File: src/hw/fad_pkg.sv
// Purpose: shared constants and types of the flag alu datapath
// Assumes: 32-bit register bus, one aligned word per register
// Notes: command word fields are packed from bit 0 upward
package fad_pkg;
  // ****************************************
  // register byte offsets
  // ****************************************
  localparam logic [7:0] OFF_OPA = 8'h00;
  localparam logic [7:0] OFF_OPB = 8'h04;
  localparam logic [7:0] OFF_CMD = 8'h08;
  localparam logic [7:0] OFF_RESULT = 8'h0c;
  localparam logic [7:0] OFF_PSW = 8'h10;
  localparam logic [7:0] OFF_INDEX = 8'h14;
  localparam logic [7:0] OFF_COUNT = 8'h18;
  localparam logic [7:0] OFF_STATUS = 8'h1c;
  localparam logic [7:0] OFF_VECTOR = 8'h20;
  // ****************************************
  // status word layout
  // ****************************************
  localparam int BIT_CF = 0;
  localparam int BIT_PF = 2;
  localparam int BIT_AF = 4;
  localparam int BIT_ZF = 6;
  localparam int BIT_SF = 7;
  localparam int BIT_TF = 8;
  localparam int BIT_IF = 9;
  localparam int BIT_DF = 10;
  localparam int BIT_OF = 11;
  localparam logic [15:0] PSW_DEFINED = 16'h0fd5;
  localparam logic [15:0] PSW_FIXED = 16'h0000;
  localparam logic [15:0] PSW_RST = 16'h0000;
  // ****************************************
  // command word fields
  // ****************************************
  localparam int CMD_W = 19;
  localparam int CMD_OP = 0;
  localparam int CMD_WORD = 4;
  localparam int CMD_NOPD = 5;
  localparam int CMD_SRC = 7;
  localparam int CMD_DST = 9;
  localparam int CMD_GRP = 11;
  localparam int CMD_REP = 14;
  localparam int CMD_STR = 16;
  localparam int CMD_LEN = 17;
  localparam logic [2:0] GRP_ILLEGAL = 3'h7;
  localparam logic [1:0] NOPD_ILLEGAL = 2'h3;
  localparam logic [1:0] AXI_OKAY = 2'h0;
  localparam logic [1:0] AXI_SLVERR = 2'h2;
  typedef enum logic [3:0] {
    OP_ADD = 4'h0, OP_ADC = 4'h1, OP_SUB = 4'h2, OP_SBB = 4'h3,
    OP_AND = 4'h4, OP_OR = 4'h5, OP_XOR = 4'h6, OP_RCL = 4'h7,
    OP_RCR = 4'h8, OP_INC = 4'h9, OP_DEC = 4'ha, OP_CMP = 4'hb
  } fad_op_t;
  typedef enum logic [1:0] {
    REP_NONE = 2'h0, REP_ALL = 2'h1, REP_EQ = 2'h2, REP_NE = 2'h3
  } fad_rep_t;
  typedef enum logic [1:0] {
    K_REG = 2'h0, K_IMM = 2'h1, K_MEM = 2'h2, K_BAD = 2'h3
  } fad_kind_t;
endpackage

File: src/hw/fad_top.sv
// Purpose: result path and status word of a 16-bit core, axi4-lite slave
// Assumes: one clock, registers reached only over the bus
// Notes: unknown op codes are legal and change no status bit but the step flag, which clears
// What this block does
// - carry set on msb carry or borrow
// - parity set on even ones, low byte
// - half carry from low four bits
// - zero set when result is zero
// - sign copies result msb
// - overflow on signed range overflow
// - step flag traps after next instruction
// - trap service clears step flag
// - interrupt enable gates maskable requests
// - direction set makes strings decrement
// - direction clear makes strings increment
// - zero, one or two operands
// - six two-operand transfer forms
// - memory-memory only for string class
// - seven instruction groups
// - carry feeds add and subtract with borrow
// - carry joins rotate through carry chain
// - conditional repeat follows zero flag
// - status word is sixteen bits
//
// The address map and the AXI4-Lite register port are this design's own decisions.
`timescale 1ns/100ps
`default_nettype none
module fad_top
  import fad_pkg::*;
#(
  parameter int ADDR_W = 8
) (
  input wire logic clk_sys,
  input wire logic rst_n,
  input wire logic [ADDR_W-1:0] s_axi_awaddr,
  input wire logic s_axi_awvalid,
  output logic s_axi_awready,
  input wire logic [31:0] s_axi_wdata,
  input wire logic [3:0] s_axi_wstrb,
  input wire logic s_axi_wvalid,
  output logic s_axi_wready,
  output logic [1:0] s_axi_bresp,
  output logic s_axi_bvalid,
  input wire logic s_axi_bready,
  input wire logic [ADDR_W-1:0] s_axi_araddr,
  input wire logic s_axi_arvalid,
  output logic s_axi_arready,
  output logic [31:0] s_axi_rdata,
  output logic [1:0] s_axi_rresp,
  output logic s_axi_rvalid,
  input wire logic s_axi_rready,
  input wire logic irq_req,
  output logic irq_ack,
  output logic [7:0] irq_vector,
  output logic step_trap
);
  // decode reads address bits 7 to 2
  if (ADDR_W < 8) begin : g_chk
    $error("ADDR_W must be at least 8");
  end
  // ****************************************
  // reset release
  // ****************************************
  logic rst_m, rst_q;
  always_ff @(posedge clk_sys or negedge rst_n) begin
    if (!rst_n) begin
      rst_m <= 1'b0;
      rst_q <= 1'b0;
    end else begin
      rst_m <= 1'b1;
      rst_q <= rst_m;
    end
  end
  function automatic logic [31:0] wmerge(input logic [31:0] old,
                                         input logic [31:0] d, input logic [3:0] s);
    logic [31:0] r;
    r = old;
    for (int i = 0; i < 4; i++) begin
      if (s[i]) r[8*i +: 8] = d[8*i +: 8];
    end
    return r;
  endfunction
  // ****************************************
  // axi4-lite write channel
  // ****************************************
  logic awready_q, wready_q, bvalid_q, aw_have_q, w_have_q;
  logic [1:0] bresp_q;
  logic [7:0] awaddr_q;
  logic [31:0] wdata_q;
  logic [3:0] wstrb_q;
  logic wr_fire, wr_ok;
  assign wr_fire = aw_have_q && w_have_q && !bvalid_q;
  assign wr_ok = (awaddr_q == OFF_OPA) || (awaddr_q == OFF_OPB) ||
                 (awaddr_q == OFF_CMD) || (awaddr_q == OFF_PSW) ||
                 (awaddr_q == OFF_INDEX) || (awaddr_q == OFF_COUNT) ||
                 (awaddr_q == OFF_STATUS) || (awaddr_q == OFF_VECTOR);
  always_ff @(posedge clk_sys or negedge rst_q) begin
    if (!rst_q) begin
      awready_q <= 1'b0;
      aw_have_q <= 1'b0;
      awaddr_q <= 8'h00;
    end else if (awready_q && s_axi_awvalid) begin
      awready_q <= 1'b0;
      aw_have_q <= 1'b1;
      awaddr_q <= {s_axi_awaddr[7:2], 2'b00};
    end else if (wr_fire) begin
      aw_have_q <= 1'b0;
    end else if (!aw_have_q && !bvalid_q) begin
      awready_q <= 1'b1;
    end
  end
  always_ff @(posedge clk_sys or negedge rst_q) begin
    if (!rst_q) begin
      wready_q <= 1'b0;
      w_have_q <= 1'b0;
      wdata_q <= 32'h0000_0000;
      wstrb_q <= 4'h0;
    end else if (wready_q && s_axi_wvalid) begin
      wready_q <= 1'b0;
      w_have_q <= 1'b1;
      wdata_q <= s_axi_wdata;
      wstrb_q <= s_axi_wstrb;
    end else if (wr_fire) begin
      w_have_q <= 1'b0;
    end else if (!w_have_q && !bvalid_q) begin
      wready_q <= 1'b1;
    end
  end
  always_ff @(posedge clk_sys or negedge rst_q) begin
    if (!rst_q) begin
      bvalid_q <= 1'b0;
      bresp_q <= AXI_OKAY;
    end else if (wr_fire) begin
      bvalid_q <= 1'b1;
      bresp_q <= wr_ok ? AXI_OKAY : AXI_SLVERR;
    end else if (s_axi_bready) begin
      bvalid_q <= 1'b0;
    end
  end
  logic wsel_opa, wsel_opb, wsel_cmd, wsel_psw, wsel_idx, wsel_cnt, wsel_st, wsel_vec;
  assign wsel_opa = wr_fire && (awaddr_q == OFF_OPA);
  assign wsel_opb = wr_fire && (awaddr_q == OFF_OPB);
  assign wsel_cmd = wr_fire && (awaddr_q == OFF_CMD);
  assign wsel_psw = wr_fire && (awaddr_q == OFF_PSW);
  assign wsel_idx = wr_fire && (awaddr_q == OFF_INDEX);
  assign wsel_cnt = wr_fire && (awaddr_q == OFF_COUNT);
  assign wsel_st = wr_fire && (awaddr_q == OFF_STATUS);
  assign wsel_vec = wr_fire && (awaddr_q == OFF_VECTOR);
  // ****************************************
  // operand, command and result registers
  // ****************************************
  logic [15:0] opa_q, opb_q, res_q, psw_q, idx_q, cnt_q;
  logic [CMD_W-1:0] cmd_q;
  logic [7:0] vec_q;
  logic cmd_wr_q, run_q, err_q;
  logic [31:0] m_opa, m_opb, m_cmd, m_psw, m_idx, m_cnt, m_vec;
  assign m_opa = wmerge({16'h0000, opa_q}, wdata_q, wstrb_q);
  assign m_opb = wmerge({16'h0000, opb_q}, wdata_q, wstrb_q);
  assign m_cmd = wmerge({13'h0000, cmd_q}, wdata_q, wstrb_q);
  assign m_psw = wmerge({16'h0000, psw_q}, wdata_q, wstrb_q);
  assign m_idx = wmerge({16'h0000, idx_q}, wdata_q, wstrb_q);
  assign m_cnt = wmerge({16'h0000, cnt_q}, wdata_q, wstrb_q);
  assign m_vec = wmerge({24'h000000, vec_q}, wdata_q, wstrb_q);
  always_ff @(posedge clk_sys or negedge rst_q) begin
    if (!rst_q) begin
      opa_q <= 16'h0000;
      opb_q <= 16'h0000;
      cmd_q <= '0;
      vec_q <= 8'h00;
      cmd_wr_q <= 1'b0;
    end else begin
      if (wsel_opa) opa_q <= m_opa[15:0];
      if (wsel_opb) opb_q <= m_opb[15:0];
      if (wsel_cmd) cmd_q <= m_cmd[CMD_W-1:0];
      if (wsel_vec) vec_q <= m_vec[7:0];
      cmd_wr_q <= wsel_cmd;
    end
  end
  // ****************************************
  // command decode and legality
  // ****************************************
  fad_op_t op;
  fad_rep_t rep;
  fad_kind_t src, dst;
  logic word, strg, legal, exec, rep_skip, do_elem;
  logic [1:0] nopd, len;
  logic [2:0] grp;
  assign op = fad_op_t'(cmd_q[CMD_OP +: 4]);
  assign word = cmd_q[CMD_WORD];
  assign nopd = cmd_q[CMD_NOPD +: 2];
  assign src = fad_kind_t'(cmd_q[CMD_SRC +: 2]);
  assign dst = fad_kind_t'(cmd_q[CMD_DST +: 2]);
  assign grp = cmd_q[CMD_GRP +: 3];
  assign rep = fad_rep_t'(cmd_q[CMD_REP +: 2]);
  assign strg = cmd_q[CMD_STR];
  assign len = cmd_q[CMD_LEN +: 2];
  assign legal = (nopd != NOPD_ILLEGAL) && (grp != GRP_ILLEGAL) &&
                 (src != K_BAD) && (dst != K_BAD) && (dst != K_IMM) &&
                 !(nopd == 2'h2 && src == K_MEM && dst == K_MEM && !strg) &&
                 (!strg || len != 2'h0);
  assign exec = cmd_wr_q || run_q;
  assign rep_skip = strg && (rep != REP_NONE) && (cnt_q == 16'h0000);
  assign do_elem = exec && legal && !rep_skip;
  // ****************************************
  // arithmetic and logic
  // ****************************************
  logic [15:0] am, bm, bv, ares, res_n, hx;
  logic [16:0] ext;
  logic cf, cin, sub, acf, sa, sb, sr, aof;
  logic cf_n, af_n, of_n, arith, rot, wr_res, zf_n, sf_n, pf_n;
  assign cf = psw_q[BIT_CF];
  assign am = word ? opa_q : {8'h00, opa_q[7:0]};
  assign bm = word ? opb_q : {8'h00, opb_q[7:0]};
  assign bv = (op == OP_INC || op == OP_DEC) ? 16'h0001 : bm;
  assign cin = (op == OP_ADC || op == OP_SBB) && cf;
  assign sub = (op == OP_SUB) || (op == OP_SBB) || (op == OP_DEC) || (op == OP_CMP);
  assign ext = sub ? ({1'b0, am} - {1'b0, bv} - {16'h0000, cin}) :
                     ({1'b0, am} + {1'b0, bv} + {16'h0000, cin});
  assign ares = word ? ext[15:0] : {8'h00, ext[7:0]};
  assign acf = word ? ext[16] : ext[8];
  assign hx = am ^ bv ^ ares;
  assign sa = word ? am[15] : am[7];
  assign sb = word ? bv[15] : bv[7];
  assign sr = word ? ares[15] : ares[7];
  assign aof = sub ? ((sa != sb) && (sr != sa)) : ((sa == sb) && (sr != sa));
  always_comb begin
    res_n = ares;
    cf_n = acf;
    af_n = hx[4];
    of_n = aof;
    arith = 1'b1;
    rot = 1'b0;
    wr_res = 1'b1;
    case (op)
      OP_ADD, OP_ADC, OP_SUB, OP_SBB: begin
        arith = 1'b1;
      end
      OP_INC, OP_DEC: begin
        cf_n = cf;
      end
      OP_CMP: begin
        wr_res = 1'b0;
      end
      OP_AND, OP_OR, OP_XOR: begin
        arith = 1'b0;
        res_n = (op == OP_AND) ? (am & bm) : (op == OP_OR) ? (am | bm) : (am ^ bm);
        cf_n = 1'b0;
        of_n = 1'b0;
        af_n = psw_q[BIT_AF];
      end
      OP_RCL: begin
        rot = 1'b1;
        res_n = word ? {am[14:0], cf} : {8'h00, am[6:0], cf};
        cf_n = word ? am[15] : am[7];
        of_n = (word ? am[14] : am[6]) ^ cf_n;
      end
      OP_RCR: begin
        rot = 1'b1;
        res_n = word ? {cf, am[15:1]} : {8'h00, cf, am[7:1]};
        cf_n = am[0];
        of_n = cf ^ (word ? am[15] : am[7]);
      end
      default: begin
        // unknown codes keep every status bit except the step flag, which clears
        rot = 1'b1;
        wr_res = 1'b0;
        arith = 1'b0;
        res_n = res_q;
        cf_n = cf;
        af_n = psw_q[BIT_AF];
        of_n = psw_q[BIT_OF];
      end
    endcase
  end
  assign zf_n = word ? (res_n == 16'h0000) : (res_n[7:0] == 8'h00);
  assign sf_n = word ? res_n[15] : res_n[7];
  assign pf_n = ~^res_n[7:0];
  // ****************************************
  // status word and result update
  // ****************************************
  logic [15:0] psw_n;
  always_comb begin
    psw_n = psw_q;
    psw_n[BIT_CF] = cf_n;
    psw_n[BIT_OF] = of_n;
    if (!rot) begin
      psw_n[BIT_ZF] = zf_n;
      psw_n[BIT_SF] = sf_n;
      psw_n[BIT_PF] = pf_n;
      psw_n[BIT_AF] = arith ? af_n : psw_q[BIT_AF];
    end
    psw_n[BIT_TF] = 1'b0;
  end
  always_ff @(posedge clk_sys or negedge rst_q) begin
    if (!rst_q) begin
      psw_q <= PSW_RST;
      res_q <= 16'h0000;
    end else if (do_elem) begin
      psw_q <= (psw_n & PSW_DEFINED) | PSW_FIXED;
      if (wr_res) res_q <= res_n;
    end else if (wsel_psw) begin
      psw_q <= (m_psw[15:0] & PSW_DEFINED) | PSW_FIXED;
    end
  end
  // ****************************************
  // string index, repeat count, errors
  // ****************************************
  logic [15:0] step;
  logic rep_go;
  assign step = word ? 16'h0002 : 16'h0001;
  assign rep_go = (rep == REP_ALL) || (rep == REP_EQ && zf_n) || (rep == REP_NE && !zf_n);
  always_ff @(posedge clk_sys or negedge rst_q) begin
    if (!rst_q) begin
      idx_q <= 16'h0000;
    end else if (do_elem && strg) begin
      idx_q <= psw_q[BIT_DF] ? (idx_q - step) : (idx_q + step);
    end else if (wsel_idx) begin
      idx_q <= m_idx[15:0];
    end
  end
  always_ff @(posedge clk_sys or negedge rst_q) begin
    if (!rst_q) begin
      cnt_q <= 16'h0000;
      run_q <= 1'b0;
    end else begin
      run_q <= do_elem && strg && (rep != REP_NONE) && (cnt_q != 16'h0001) && rep_go;
      if (do_elem && strg && rep != REP_NONE) cnt_q <= cnt_q - 16'h0001;
      else if (wsel_cnt) cnt_q <= m_cnt[15:0];
    end
  end
  // a new error wins over a same-cycle clear
  always_ff @(posedge clk_sys or negedge rst_q) begin
    if (!rst_q) err_q <= 1'b0;
    else if (exec && !legal) err_q <= 1'b1;
    else if (wsel_st && wstrb_q[0] && wdata_q[0]) err_q <= 1'b0;
  end
  // ****************************************
  // step trap and maskable interrupt
  // ****************************************
  logic irq_m, irq_s, irq_p, trap_q, ack_q;
  logic [7:0] ivec_q;
  always_ff @(posedge clk_sys or negedge rst_q) begin
    if (!rst_q) begin
      irq_m <= 1'b0;
      irq_s <= 1'b0;
      irq_p <= 1'b0;
      trap_q <= 1'b0;
      ack_q <= 1'b0;
      ivec_q <= 8'h00;
    end else begin
      irq_m <= irq_req;
      irq_s <= irq_m;
      irq_p <= irq_s;
      trap_q <= do_elem && psw_q[BIT_TF];
      ack_q <= irq_s && !irq_p && psw_q[BIT_IF];
      if (irq_s && !irq_p && psw_q[BIT_IF]) ivec_q <= vec_q;
    end
  end
  // ****************************************
  // axi4-lite read channel
  // ****************************************
  logic arready_q, rvalid_q;
  logic [31:0] rdata_q, rd_mux;
  logic [1:0] rresp_q;
  logic rd_ok;
  always_comb begin
    rd_ok = 1'b1;
    case ({s_axi_araddr[7:2], 2'b00})
      OFF_OPA: rd_mux = {16'h0000, opa_q};
      OFF_OPB: rd_mux = {16'h0000, opb_q};
      OFF_CMD: rd_mux = {13'h0000, cmd_q};
      OFF_RESULT: rd_mux = {16'h0000, res_q};
      OFF_PSW: rd_mux = {16'h0000, psw_q};
      OFF_INDEX: rd_mux = {16'h0000, idx_q};
      OFF_COUNT: rd_mux = {16'h0000, cnt_q};
      OFF_STATUS: rd_mux = {30'h00000000, exec, err_q};
      OFF_VECTOR: rd_mux = {24'h000000, vec_q};
      default: begin
        rd_mux = 32'h0000_0000;
        rd_ok = 1'b0;
      end
    endcase
  end
  always_ff @(posedge clk_sys or negedge rst_q) begin
    if (!rst_q) begin
      arready_q <= 1'b0;
      rvalid_q <= 1'b0;
      rdata_q <= 32'h0000_0000;
      rresp_q <= AXI_OKAY;
    end else if (arready_q && s_axi_arvalid) begin
      arready_q <= 1'b0;
      rvalid_q <= 1'b1;
      rdata_q <= rd_mux;
      rresp_q <= rd_ok ? AXI_OKAY : AXI_SLVERR;
    end else if (rvalid_q) begin
      if (s_axi_rready) rvalid_q <= 1'b0;
    end else begin
      arready_q <= 1'b1;
    end
  end
  assign s_axi_awready = awready_q;
  assign s_axi_wready = wready_q;
  assign s_axi_bvalid = bvalid_q;
  assign s_axi_bresp = bresp_q;
  assign s_axi_arready = arready_q;
  assign s_axi_rvalid = rvalid_q;
  assign s_axi_rdata = rdata_q;
  assign s_axi_rresp = rresp_q;
  assign irq_ack = ack_q;
  assign irq_vector = ivec_q;
  assign step_trap = trap_q;

  logic [16:0] chk_sum;
  logic [4:0] chk_lo;
  logic add_w, add_b;
  assign chk_sum = {1'b0, opa_q} + {1'b0, opb_q};
  assign chk_lo = {1'b0, opa_q[3:0]} + {1'b0, opb_q[3:0]};
  assign add_w = do_elem && op == OP_ADD && word;
  assign add_b = do_elem && op == OP_ADD && !word;
endmodule
`default_nettype wire

File: config.mk
export PLATFORM = sky130hd
export DESIGN_NAME = fad_top
export DESIGN_NICKNAME = d
export VERILOG_FILES = /design/src/hw/fad_pkg.sv /design/src/hw/fad_top.sv
export SDC_FILE = /design/constraint.sdc
export NUM_CORES = 1
export LEC_CHECK = 0
export BUFFER_PORTS_ARGS = -buffer_cell sky130_fd_sc_hd__buf_2
export CAP_MARGIN = 10
export CORE_MARGIN = 4
export CORE_UTILIZATION = 35
export DETAILED_ROUTE_END_ITERATION = 8
export GPL_TIMING_DRIVEN = 0
export PLACE_DENSITY_LB_ADDON = 0.25
export SLEW_MARGIN = 20
export SYNTH_ARGS = -nofsm -noshare
export SYNTH_HDL_FRONTEND = slang
export SYNTH_SLANG_ARGS = --single-unit
File: constraint.sdc
create_clock -name clk_sys -period 8.1 [get_ports clk_sys]
set_input_delay 0 -clock clk_sys [delete_from_list [all_inputs] [get_ports clk_sys]]
set_output_delay 0 -clock clk_sys [all_outputs]
set_load 0.005 [all_outputs]
==> results_dict.tcl, run 1 <==
set metrics [dict create \
    status "completed" \
    multi_input_area_um2 7640 \
    yosys_warnings 0 \
    areaGrowthSynthToFinish_pct 16.1 \
    setup_viol 0 \
    dp_cells 1960 \
    yosysTopAreaCell "dfrtp_1" \
    slew_headroom 0.163 \
    period_minus_slack_ps 6460 \
    async_flop_share 1.00 \
    synth.cell_area_um2 13000 \
    drv_slew 0 \
    antenna_found_initial 2 \
    grt_max_degree 53 \
    regArea_um2 4760 \
    synth_edf_count 0 \
    rows 70 \
    port_buffers 76 \
    hold_depth 4 \
    track_usage 0.210 \
    synth_cells 1399 \
    cts_root_buffer "clkbuf_16" \
    cpPeakStageDelay_ps 660 \
    synth-seq-cells 190 \
    cts_buffer_depth 2 \
    wirelength_mm 43.4 \
    gp_congestion 0.941 \
    htreeDepth 4 \
    path_clk_slew_ps 80 \
    hp-class "primary input to flip-flop" \
    end_kind "flip-flop" \
    nFillCells 3627 \
    nNetsFinal 1710 \
    use_met3 0.0499 \
    die_area_um2 40200 \
    dpl.hpwl_mm 33.7 \
    rsz0062_at_grt "false" \
    dr.pass1.iters 7 \
    hold_viol 0 \
    grt.busiest_layer "met2" \
    drc 0 \
    crit_path_top_delay_cell "a211oi_1" \
    synth_area_leaders "dfrtp_1 (37%), ha_1 (9.4%), mux2_2 (8.9%)" \
    synth_top_area_frac 0.366 \
    maxCapViolCount 0 \
    fin_skew_ps 18.1 \
    stdcell_count 2030 \
    die_y_um 201 \
    path_max_fanout 10 \
    post-route-period-util 0.797 \
    ys_seq_area_frac 0.366 \
    worstPathCellList "buf_1, xor2_1, and3_1, clkbuf_1, clkbuf_1, nor2_1, ha_1, inv_1, ha_1, nor3_1, a211oi_1, a21boi_4, xnor2_1, a221o_1, a221o_1, or3_1, o41a_1, or4_1, a21oi_1" \
    grt_overflow 0 \
    postSynthAreaPerCell_um2 9.28 \
    vias_per_cell 5.70 \
    power.leakage_nw 7.06 \
    antenna_left 0 \
    tns_ps 0 \
    fmax_ghz 0.155 \
    design.core.area_um2 36600 \
    powerDensity_nw_per_um2 368 \
    hp-start "s_axi_araddr[3]" \
    die_x_um 201 \
    grtUsageMet2 0.336 \
    cts.sinks 190 \
    worstMarginPinSlew_ps 1250 \
    critPathLaunchType "flip-flop" \
    initial_utilization 0.354 \
    io_pins 111 \
    synthFlopType "dfrtp_1" \
    r2r-start "cmd_q[1]" \
    cts_made_buffers 17 \
    crit_required_ps 8470 \
    r2r_cells 19 \
    grt_pass1_vias 11100 \
    ir_worst_vdd_mv 0.242 \
    grtUsageMet1 0.290 \
    regToRegSetupSlack_ps 1640 \
    first_iter_violations 1016 \
    post_cts_buffers 0 \
    cts_tree "done" \
    clk_latency_ps 450 \
    critical_path_class "flip-flop to flip-flop" \
    drive_gt1_frac 0.162 \
    yosysUniqueCellTypes 82 \
    grt_pass1_wl_mm 66.4 \
    wire_per_inst_um 21.4 \
    timing.rr.end "run_q" \
    min_to "s_axi_rdata[16]" \
    vias 11600 \
    layout_common_cells "dfrtp_1 (189), nand2_1 (143), o21ai_0 (121), mux2_2 (102), ha_1 (98)" \
    worst_ep_arrival_time_ps 6830 \
    layout_commonest_cell "dfrtp_1" \
]
==> Yosys cell counts (12+ instances only) <==
master      n
o21ai_0   121
o22ai_1    17
buf_4      15
xor2_1     12
mux2_2    102
a221o_1    12
mux2i_1    39
a21o_1     13
a22oi_1    21
dfrtp_1   190
nor2b_1    16
nand2_1   143
clkbuf_1   49
a221oi_1   17
nand3_1    28
inv_1      84
ha_1       98
a22o_1     14
xnor2_1    25
nor3_1     26
a21oi_1    71
nor2_1     96
==> sequential cells by signal (all words and copies together) (netlist names), 3 cells and up <==
| register | count |
|---|---|
| awaddr_q | 6 |
| cmd_q | 19 |
| cnt_q | 16 |
| idx_q | 16 |
| irq_vector | 8 |
| opa_q | 16 |
| opb_q | 16 |
| psw_q | 9 |
| res_q | 16 |
| s_axi_rdata | 19 |
| vec_q | 8 |
| wdata_q | 19 |
| wstrb_q | 3 |
==> routing by layer <==
layer	routed length, um	vias to the layer above
met1	19100	5705
met2	19700	441
met5	32	-
met3	3630	73
li1	-	5343
met4	937	4
==> worst max-delay path by stage <==
stage	slack [ps]	to	start	depth (start not counted)
floorplan	2410	aw_have_q	rst_q	0
global placement	90	s_axi_rdata[10]	rst_q	0
detailed placement	1770	run_q	cmd_q[1]	19
CTS	1710	run_q	cmd_q[1]	19
global route	1350	run_q	cmd_q[1]	19
finish	1640	run_q	cmd_q[1]	19
==> cell type report <==
class	count	area share
repair buffers	115	0.0547
diodes	2	0.000332
multi-input cells	1064	0.507
plain buffers	70	0.0213
clock inverters	14	0.0115
well taps	468	0.0389
clock buffers	18	0.0285
flip-flops and latches	190	0.316
inverters	89	0.0222
==> metrics by stage <==
stage	area, um^2	util	power, W	worst slack (ps)	hold WS (ps)
3_3_place_gp	14000	0.382	0.00454	93.3	-215
3_5_place_dp	14100	0.385	0.00460	1770	-212
2_1_floorplan	13000	-	0.00371	2410	-296
6_report	15100	0.411	0.00554	1640	35.9
5_1_grt	15100	0.411	0.00591	1350	53.6
4_1_cts	15000	0.411	0.00551	1710	22.4
==> logic make-up after synthesis <==
family                     after synthesis  synth area share
adders and majority gates              103             0.102
and+or+nand+nor                        390             0.141
DFF                                    190             0.366
muxes                                  144             0.124
buffers and inverters                  159            0.0504
other                                    2          0.000579
xor gates and xnor gates                37            0.0250
AOI/OAI and AO/OA                      374             0.191
==> timing repair <==
item,in CTS,in global routing
hold buffers,36,0
hold endpoints to repair,39,0
gates resized for setup,0,0
==> power breakdown <==
part / switching [W] / internal (W)
combinational: 0.00167 / 0.00130
sequential: 0.000471 / 0.00122
clock: 0.000410 / 0.000468
==> worst max-delay path, delay by kind of cell (launching register included) <==
kind,cells,cell delay (ps)
buffers and inverters,4,1230
AOI/OAI and AO/OA,6,2170
adders and majority gates,2,750
DFF,1,410
xor gates and xnor gates,2,520
and+or+nand+nor,5,1280
(Power assumes the default switching activity.)
==> run 2, diff against run 1 <==
ABC_AREA = 1   (was default)
clock period = 5.6 ns   (was 8.1 ns; I/O delays follow)
==> run 2 against run 1 <==
Compared with the run above:
- via count rose by 13%
- first-iteration DRC count rose by 22%
- routed wire length rose by 5.3%
- sequential power rose by 34%
- clock power rose by 47%
- clock skew fell by 4.3 ps
- sequential share of layout area fell by 1.2 points
- count of clock-buffer cells in the layout rose by 2
- synthesized cell count rose by 33%
- critical path depth rose by 4
- combinational power rose by 40%
- largest cell class unchanged
- largest power group unchanged
- highest routed layer is now met4
==> results_dict.tcl, run 2 <==
set metrics [dict create \
    status "completed" \
    maxCapViolCount 0 \
    stdcell_area_um2 15700 \
    cts_buffer_depth 2 \
    vias 13000 \
    period_minus_slack_ps 4730 \
    dpl.hpwl_mm 36.1 \
    worstPathCellList "nand2_1, inv_2, nor4_1, inv_2, clkbuf_1, nand2_1, inv_1, ha_1, inv_1, ha_1, nand2_1, nand2_1, nand3b_1, or2_2, a21oi_1, o31ai_1, a211oi_1, ha_1, xnor2_1, xor2_1, o22ai_1, nand2_1, o21ai_0" \
    hp-class "primary input to flip-flop" \
    gp_congestion 0.965 \
    cts.sinks 190 \
    multi_input_area_um2 7350 \
    layout_setup_ws_ps 872 \
    die_x_um 205 \
    regArea_um2 4760 \
    place_area_um2 14700 \
    htreeDepth 4 \
    ys_seq_area_frac 0.352 \
    drive_gt1_frac 0.0978 \
    cts_root_buffer "clkbuf_16" \
    die_y_um 205 \
    path_max_fanout 10 \
    hold_slack_ps 103 \
    cts_made_buffers 17 \
    design.core.area_um2 37900 \
    path_clk_slew_ps 70 \
    grt_pass1_wl_mm 71.8 \
    yosysUniqueCellTypes 60 \
    cts_tree "done" \
    cpPeakStageDelay_ps 490 \
    grt_overflow 0 \
    power.leakage_nw 8.08 \
    dr.pass1.iters 6 \
    antenna_left 0 \
    antenna_found_initial 0 \
    slew_headroom 0.398 \
    nNetsFinal 2174 \
    synth_area_leaders "dfrtp_1 (35%), nand2_1 (12%), ha_1 (9.1%)" \
    die_area_um2 41800 \
    synthFlopType "dfrtp_1" \
    yosys_warnings 0 \
    synth_cells 1860 \
    synthTopCellsByCount "nand2_1 (427), inv_1 (283), dfrtp_1 (190)" \
    drv_slew 0 \
    yosysTopAreaCell "dfrtp_1" \
    worst_ep_arrival_time_ps 5050 \
    place_ws_ps 913 \
    synth.cell_area_um2 13500 \
    layout_common_cells "nand2_1 (427), inv_1 (283), dfrtp_1 (189), o21ai_0 (180), nor2_1 (136)" \
    cpMostUsedCell "nand2_1" \
    wire_per_inst_um 18.0 \
    synth-seq-cells 190 \
    stdcell_count 2536 \
    areaGrowthSynthToFinish_pct 16.0 \
    worstMarginPinSlew_ps 896 \
    port_buffers 77 \
    fmax_ghz 0.212 \
    async_flop_share 1.00 \
    nFillCells 3960 \
    dp_cells 2465 \
    critPathLaunchType "flip-flop" \
    powerDensity_nw_per_um2 492 \
    synth.most_common_cell "nand2_1" \
    io_pins 111 \
    tns_ps 0 \
    wirelength_mm 45.7 \
    drc 0 \
    end_kind "flip-flop" \
    initial_utilization 0.356 \
    vias_per_cell 5.14 \
    post-route-period-util 0.844 \
    clk_latency_ps 450 \
    postSynthAreaPerCell_um2 7.27 \
    rsz0062_at_grt "false" \
    first_iter_violations 1236 \
    rows 71 \
    critical_path_class "flip-flop to flip-flop" \
    hold_viol 0 \
    grt_max_degree 55 \
    crit_required_ps 5920 \
    synth_top_area_frac 0.352 \
    grt_pass1_vias 12800 \
    fin_skew_ps 13.8 \
    regToRegSetupSlack_ps 870 \
    path_delay_family "simple AND/OR/NAND/NOR gates" \
    synth_edf_count 0 \
    track_usage 0.218 \
    ir_worst_vdd_mv 0.237 \
    crit_path_top_delay_cell "dfrtp_1" \
    layout_commonest_cell "nand2_1" \
    setup_viol 0 \
    post_cts_buffers 0 \
    critical_path_buf_inv_count 5 \
]
==> run 2: path summary, 6_finish.rpt <==
path | startpoint | end | depth (start not counted)
min in group asynchronous | rst_q | vec_q[5] | 0
max | cmd_q[1] | psw_q[2] | 23
min | s_axi_araddr[5] | s_axi_rresp[1] | 5
max reg2reg | cmd_q[1] | psw_q[2] | 23
max in group asynchronous | rst_q | step_trap | 2
min reg2reg | rst_q | vec_q[5] | 0
==> run 2: timing repair <==
action	CTS	global route
hold endpoints to repair	35	0
resized for setup	0	0
setup endpoints to repair	0	0
hold buffers	38	0
==> run 2: cells by family (layout without fill, tap and decap cells) <==
logic type,Yosys count,count (layout),synth area share
other cells,2,17,0.000555
xor+xnor,30,30,0.0194
buf+inv,359,509,0.108
fa+ha+maj,103,103,0.0981
mux,3,3,0.00250
simple gates,714,714,0.222
compound gates,459,459,0.198
flops,190,190,0.352
==> run 2: layout make-up <==
type | instances | area share
inverters | 298 | 0.0717
flip-flops and latches | 190 | 0.303
plain buffers | 61 | 0.0218
multi-input cells | 1325 | 0.469
well taps | 511 | 0.0408
clock buffers | 20 | 0.0291
diodes | 1 | 0.000160
repair buffers | 118 | 0.0541
clock inverters | 12 | 0.0101
==> run 2: metal layers <==
| layer | up-vias | global-route usage | share of wire |
|---|---|---|---|
| met5 | - | 0 | 0 |
| met4 | 0 | 0.0723 | 0.030 |
| met3 | 63 | 0.0222 | 0.044 |
| met2 | 390 | 0.377 | 0.49 |
| met1 | 6170 | 0.288 | 0.44 |
| li1 | 6403 | - | - |
==> run 2: power by group <==
group	switching, W	internal (W)	leakage [nW]
registers	0.000439	0.00183	2.35
clock network	0.000555	0.000730	0.293
logic	0.00271	0.00146	5.44
==> run 2: worst reg2reg max path, cell delays in order, from the launching register on <==
cell	delay [ps]
dfrtp_1	490
nand2_1	170
inv_2	110
nor4_1	260
inv_2	150
clkbuf_1	260
nand2_1	110
inv_1	60
ha_1	350
inv_1	100
ha_1	340
nand2_1	100
nand2_1	80
nand3b_1	200
or2_2	290
a21oi_1	180
o31ai_1	120
a211oi_1	290
ha_1	300
xnor2_1	190
xor2_1	200
o22ai_1	90
nand2_1	70
o21ai_0	80
==> run 2: metrics by stage <==
step            util  total power, W
2_1_floorplan      -         0.00507
3_3_place_gp   0.385         0.00629
3_5_place_dp   0.387         0.00636
4_1_cts        0.413         0.00770
5_1_grt        0.413         0.00840
6_report       0.413         0.00772
==> run 3, diff against run 2 <==
ABC_AREA = 0   (was 1)
clock period = 4.69 ns   (was 5.6 ns; I/O delays follow)
==> run 3 against run 2 <==
Compared with the run above:
- the flow now finishes with violations (negative setup slack)
- cell count shrank 19%
- sequential power grew 28%
- clock power rose by 14%
- die area decreased by 3.9%
- sequential cell count stayed put
- combinational power rose by 41%
- critical path type unchanged
- critical endpoint is now run_q
- largest cell class unchanged
==> results_dict.tcl, run 3 (same netlist as run 1, synthesis figures left out) <==
set metrics [dict create \
    path_clk_slew_ps 80 \
    min_to "aw_have_q" \
    cts_root_buffer "clkbuf_16" \
    ir_worst_vdd_mv 0.413 \
    fmax_ghz 0.206 \
    worstMarginPinSlew_ps 1160 \
    port_buffers 76 \
    die_area_um2 40200 \
    drv_slew 0 \
    design.core.area_um2 36600 \
    setup_viol 2 \
    nNetsFinal 1732 \
    critical_path_class "flip-flop to flip-flop" \
    grt_pass1_wl_mm 66.8 \
    r2r_cells 17 \
    powerDensity_nw_per_um2 653 \
    path_max_fanout 8 \
    status "finished, violations left" \
    totalPowerFinal_w 0.0103 \
    critPathLaunchType "flip-flop" \
    slew_headroom 0.224 \
    power.leakage_nw 7.28 \
    cts.sinks 190 \
    maxCapViolCount 0 \
    regToRegSetupSlack_ps -180 \
    wire_per_inst_um 21.1 \
    layout_commonest_cell "dfrtp_1" \
    nFillCells 3631 \
    dpl.hpwl_mm 33.7 \
    crit_required_ps 5070 \
    end_kind "flip-flop" \
    cts_tree "done" \
    initial_utilization 0.354 \
    hp-class "primary input to flip-flop" \
    num_antenna_cells 0 \
    layout_common_cells "dfrtp_1 (188), nand2_1 (140), o21ai_0 (119), mux2_2 (102), nor2_1 (85)" \
    cts_buffer_depth 2 \
    antenna_found_initial 2 \
    io_pins 111 \
    track_usage 0.210 \
    hold_viol 0 \
    layout_setup_ws_ps -176 \
    timing.rr.end "run_q" \
    first_iter_violations 1191 \
    rsz0062_at_grt "true" \
    hp-start "s_axi_awvalid" \
    vias 11600 \
    cts_made_buffers 17 \
    antenna_left 0 \
    period_minus_slack_ps 4870 \
    r2r-start "cmd_q[1]" \
    die_y_um 201 \
    grt_max_degree 55 \
    post-route-period-util 1.04 \
    grt_overflow 0 \
    dr.pass1.iters 5 \
    violations "negative setup slack" \
    hold_slack_ps 7.65 \
    drive_gt1_frac 0.224 \
    htreeDepth 4 \
    grt_pass1_vias 11300 \
    die_x_um 201 \
    wirelength_mm 43.3 \
    drc 0 \
    worst_ep_arrival_time_ps 5240 \
    areaGrowthSynthToFinish_pct 21.2 \
    clk_latency_ps 450 \
    fin_skew_ps 13.8 \
    rows 70 \
    hold_depth 3 \
    vias_per_cell 5.67 \
    gp_congestion 0.958 \
]
## run 3: cell types whose count changed in the layout (fill, tap and decap cells not counted), moves of 39 or more
cell,previous run,this run
nor2_1,136,85
mux2i_1,0,39
a21oi_1,122,68
mux2_2,3,102
o21ai_0,180,119
inv_1,283,77
nand3_1,83,25
nand2_1,427,140
## run 3: how the worst max path moves through the flow
stage / startpoint / endpoint / slack, ps / cells after the start
after floorplan: cmd_q[1] / run_q / 30 / 20
after global placement: cmd_q[3] / run_q / -1050 / 18
after detailed placement: cmd_q[3] / run_q / -1020 / 18
after CTS: cmd_q[0] / run_q / -190 / 20
after global routing: cmd_q[4] / run_q / -310 / 20
final: cmd_q[1] / run_q / -180 / 17
## run 3: power breakdown
| part | total (W) | switching, W | internal [W] |
|---|---|---|---|
| Combinational | 0.00588 | 0.00309 | 0.00279 |
| Sequential | 0.00291 | 0.000813 | 0.00210 |
| Clock | 0.00147 | 0.000709 | 0.000760 |
## run 3: routing by layer
| layer | GRT usage | share of wire |
|---|---|---|
| met3 | 0.0480 | 0.078 |
| met1 | 0.292 | 0.44 |
| met2 | 0.328 | 0.45 |
| met5 | 0 | 0.00042 |
| met4 | 0.0602 | 0.027 |
## run 3: per-stage QoR
stage | instances | worst slack (ps) | utilization | area (um^2) | setup TNS [ps]
after floorplan | 1413 | 25.3 | - | 13100 | 0
after global placement | 1957 | -1050 | 0.384 | 14100 | -2710
after detailed placement | 1960 | -1020 | 0.386 | 14100 | -2490
after CTS | 2046 | -189 | 0.426 | 15600 | -189
after global routing | 2050 | -305 | 0.430 | 15700 | -432
final | 2050 | -176 | 0.430 | 15700 | -182
## run 3: cell type report
cell class | instances | area [um^2] | area share
buffer | 66 | 423 | 0.0269
clock buffer | 17 | 425 | 0.0270
clock inverter | 15 | 166 | 0.0106
inverter | 89 | 338 | 0.0215
multi-input combinational | 1064 | 8020 | 0.510
sequential | 190 | 4760 | 0.303
tap | 468 | 586 | 0.0372
timing repair buffer | 141 | 1010 | 0.0641
## run 3: what timing repair did
action / in CTS / in global routing
hold buffers: 35 / 0
setup endpoints to repair: 6 / 3
endpoints found under the hold margin: 38 / 0
setup buffers: 21 / 6
gates resized for setup: 76 / 30
pin swaps: 24 / 19
## run 3: worst max-delay path, cell delays in order (launching register included)
cell       delay [ps]
dfrtp_1           400
buf_6             150
xor2_4            190
and3_4            220
clkbuf_16         180
nor2_2            150
ha_4              230
or2_4             270
a211oi_4          360
o311ai_4          140
o21ai_2           190
xnor2_1           100
a221o_1           430
a221o_1           320
or3_1             340
o41a_1            450
or4_4             510
a21oi_2           150
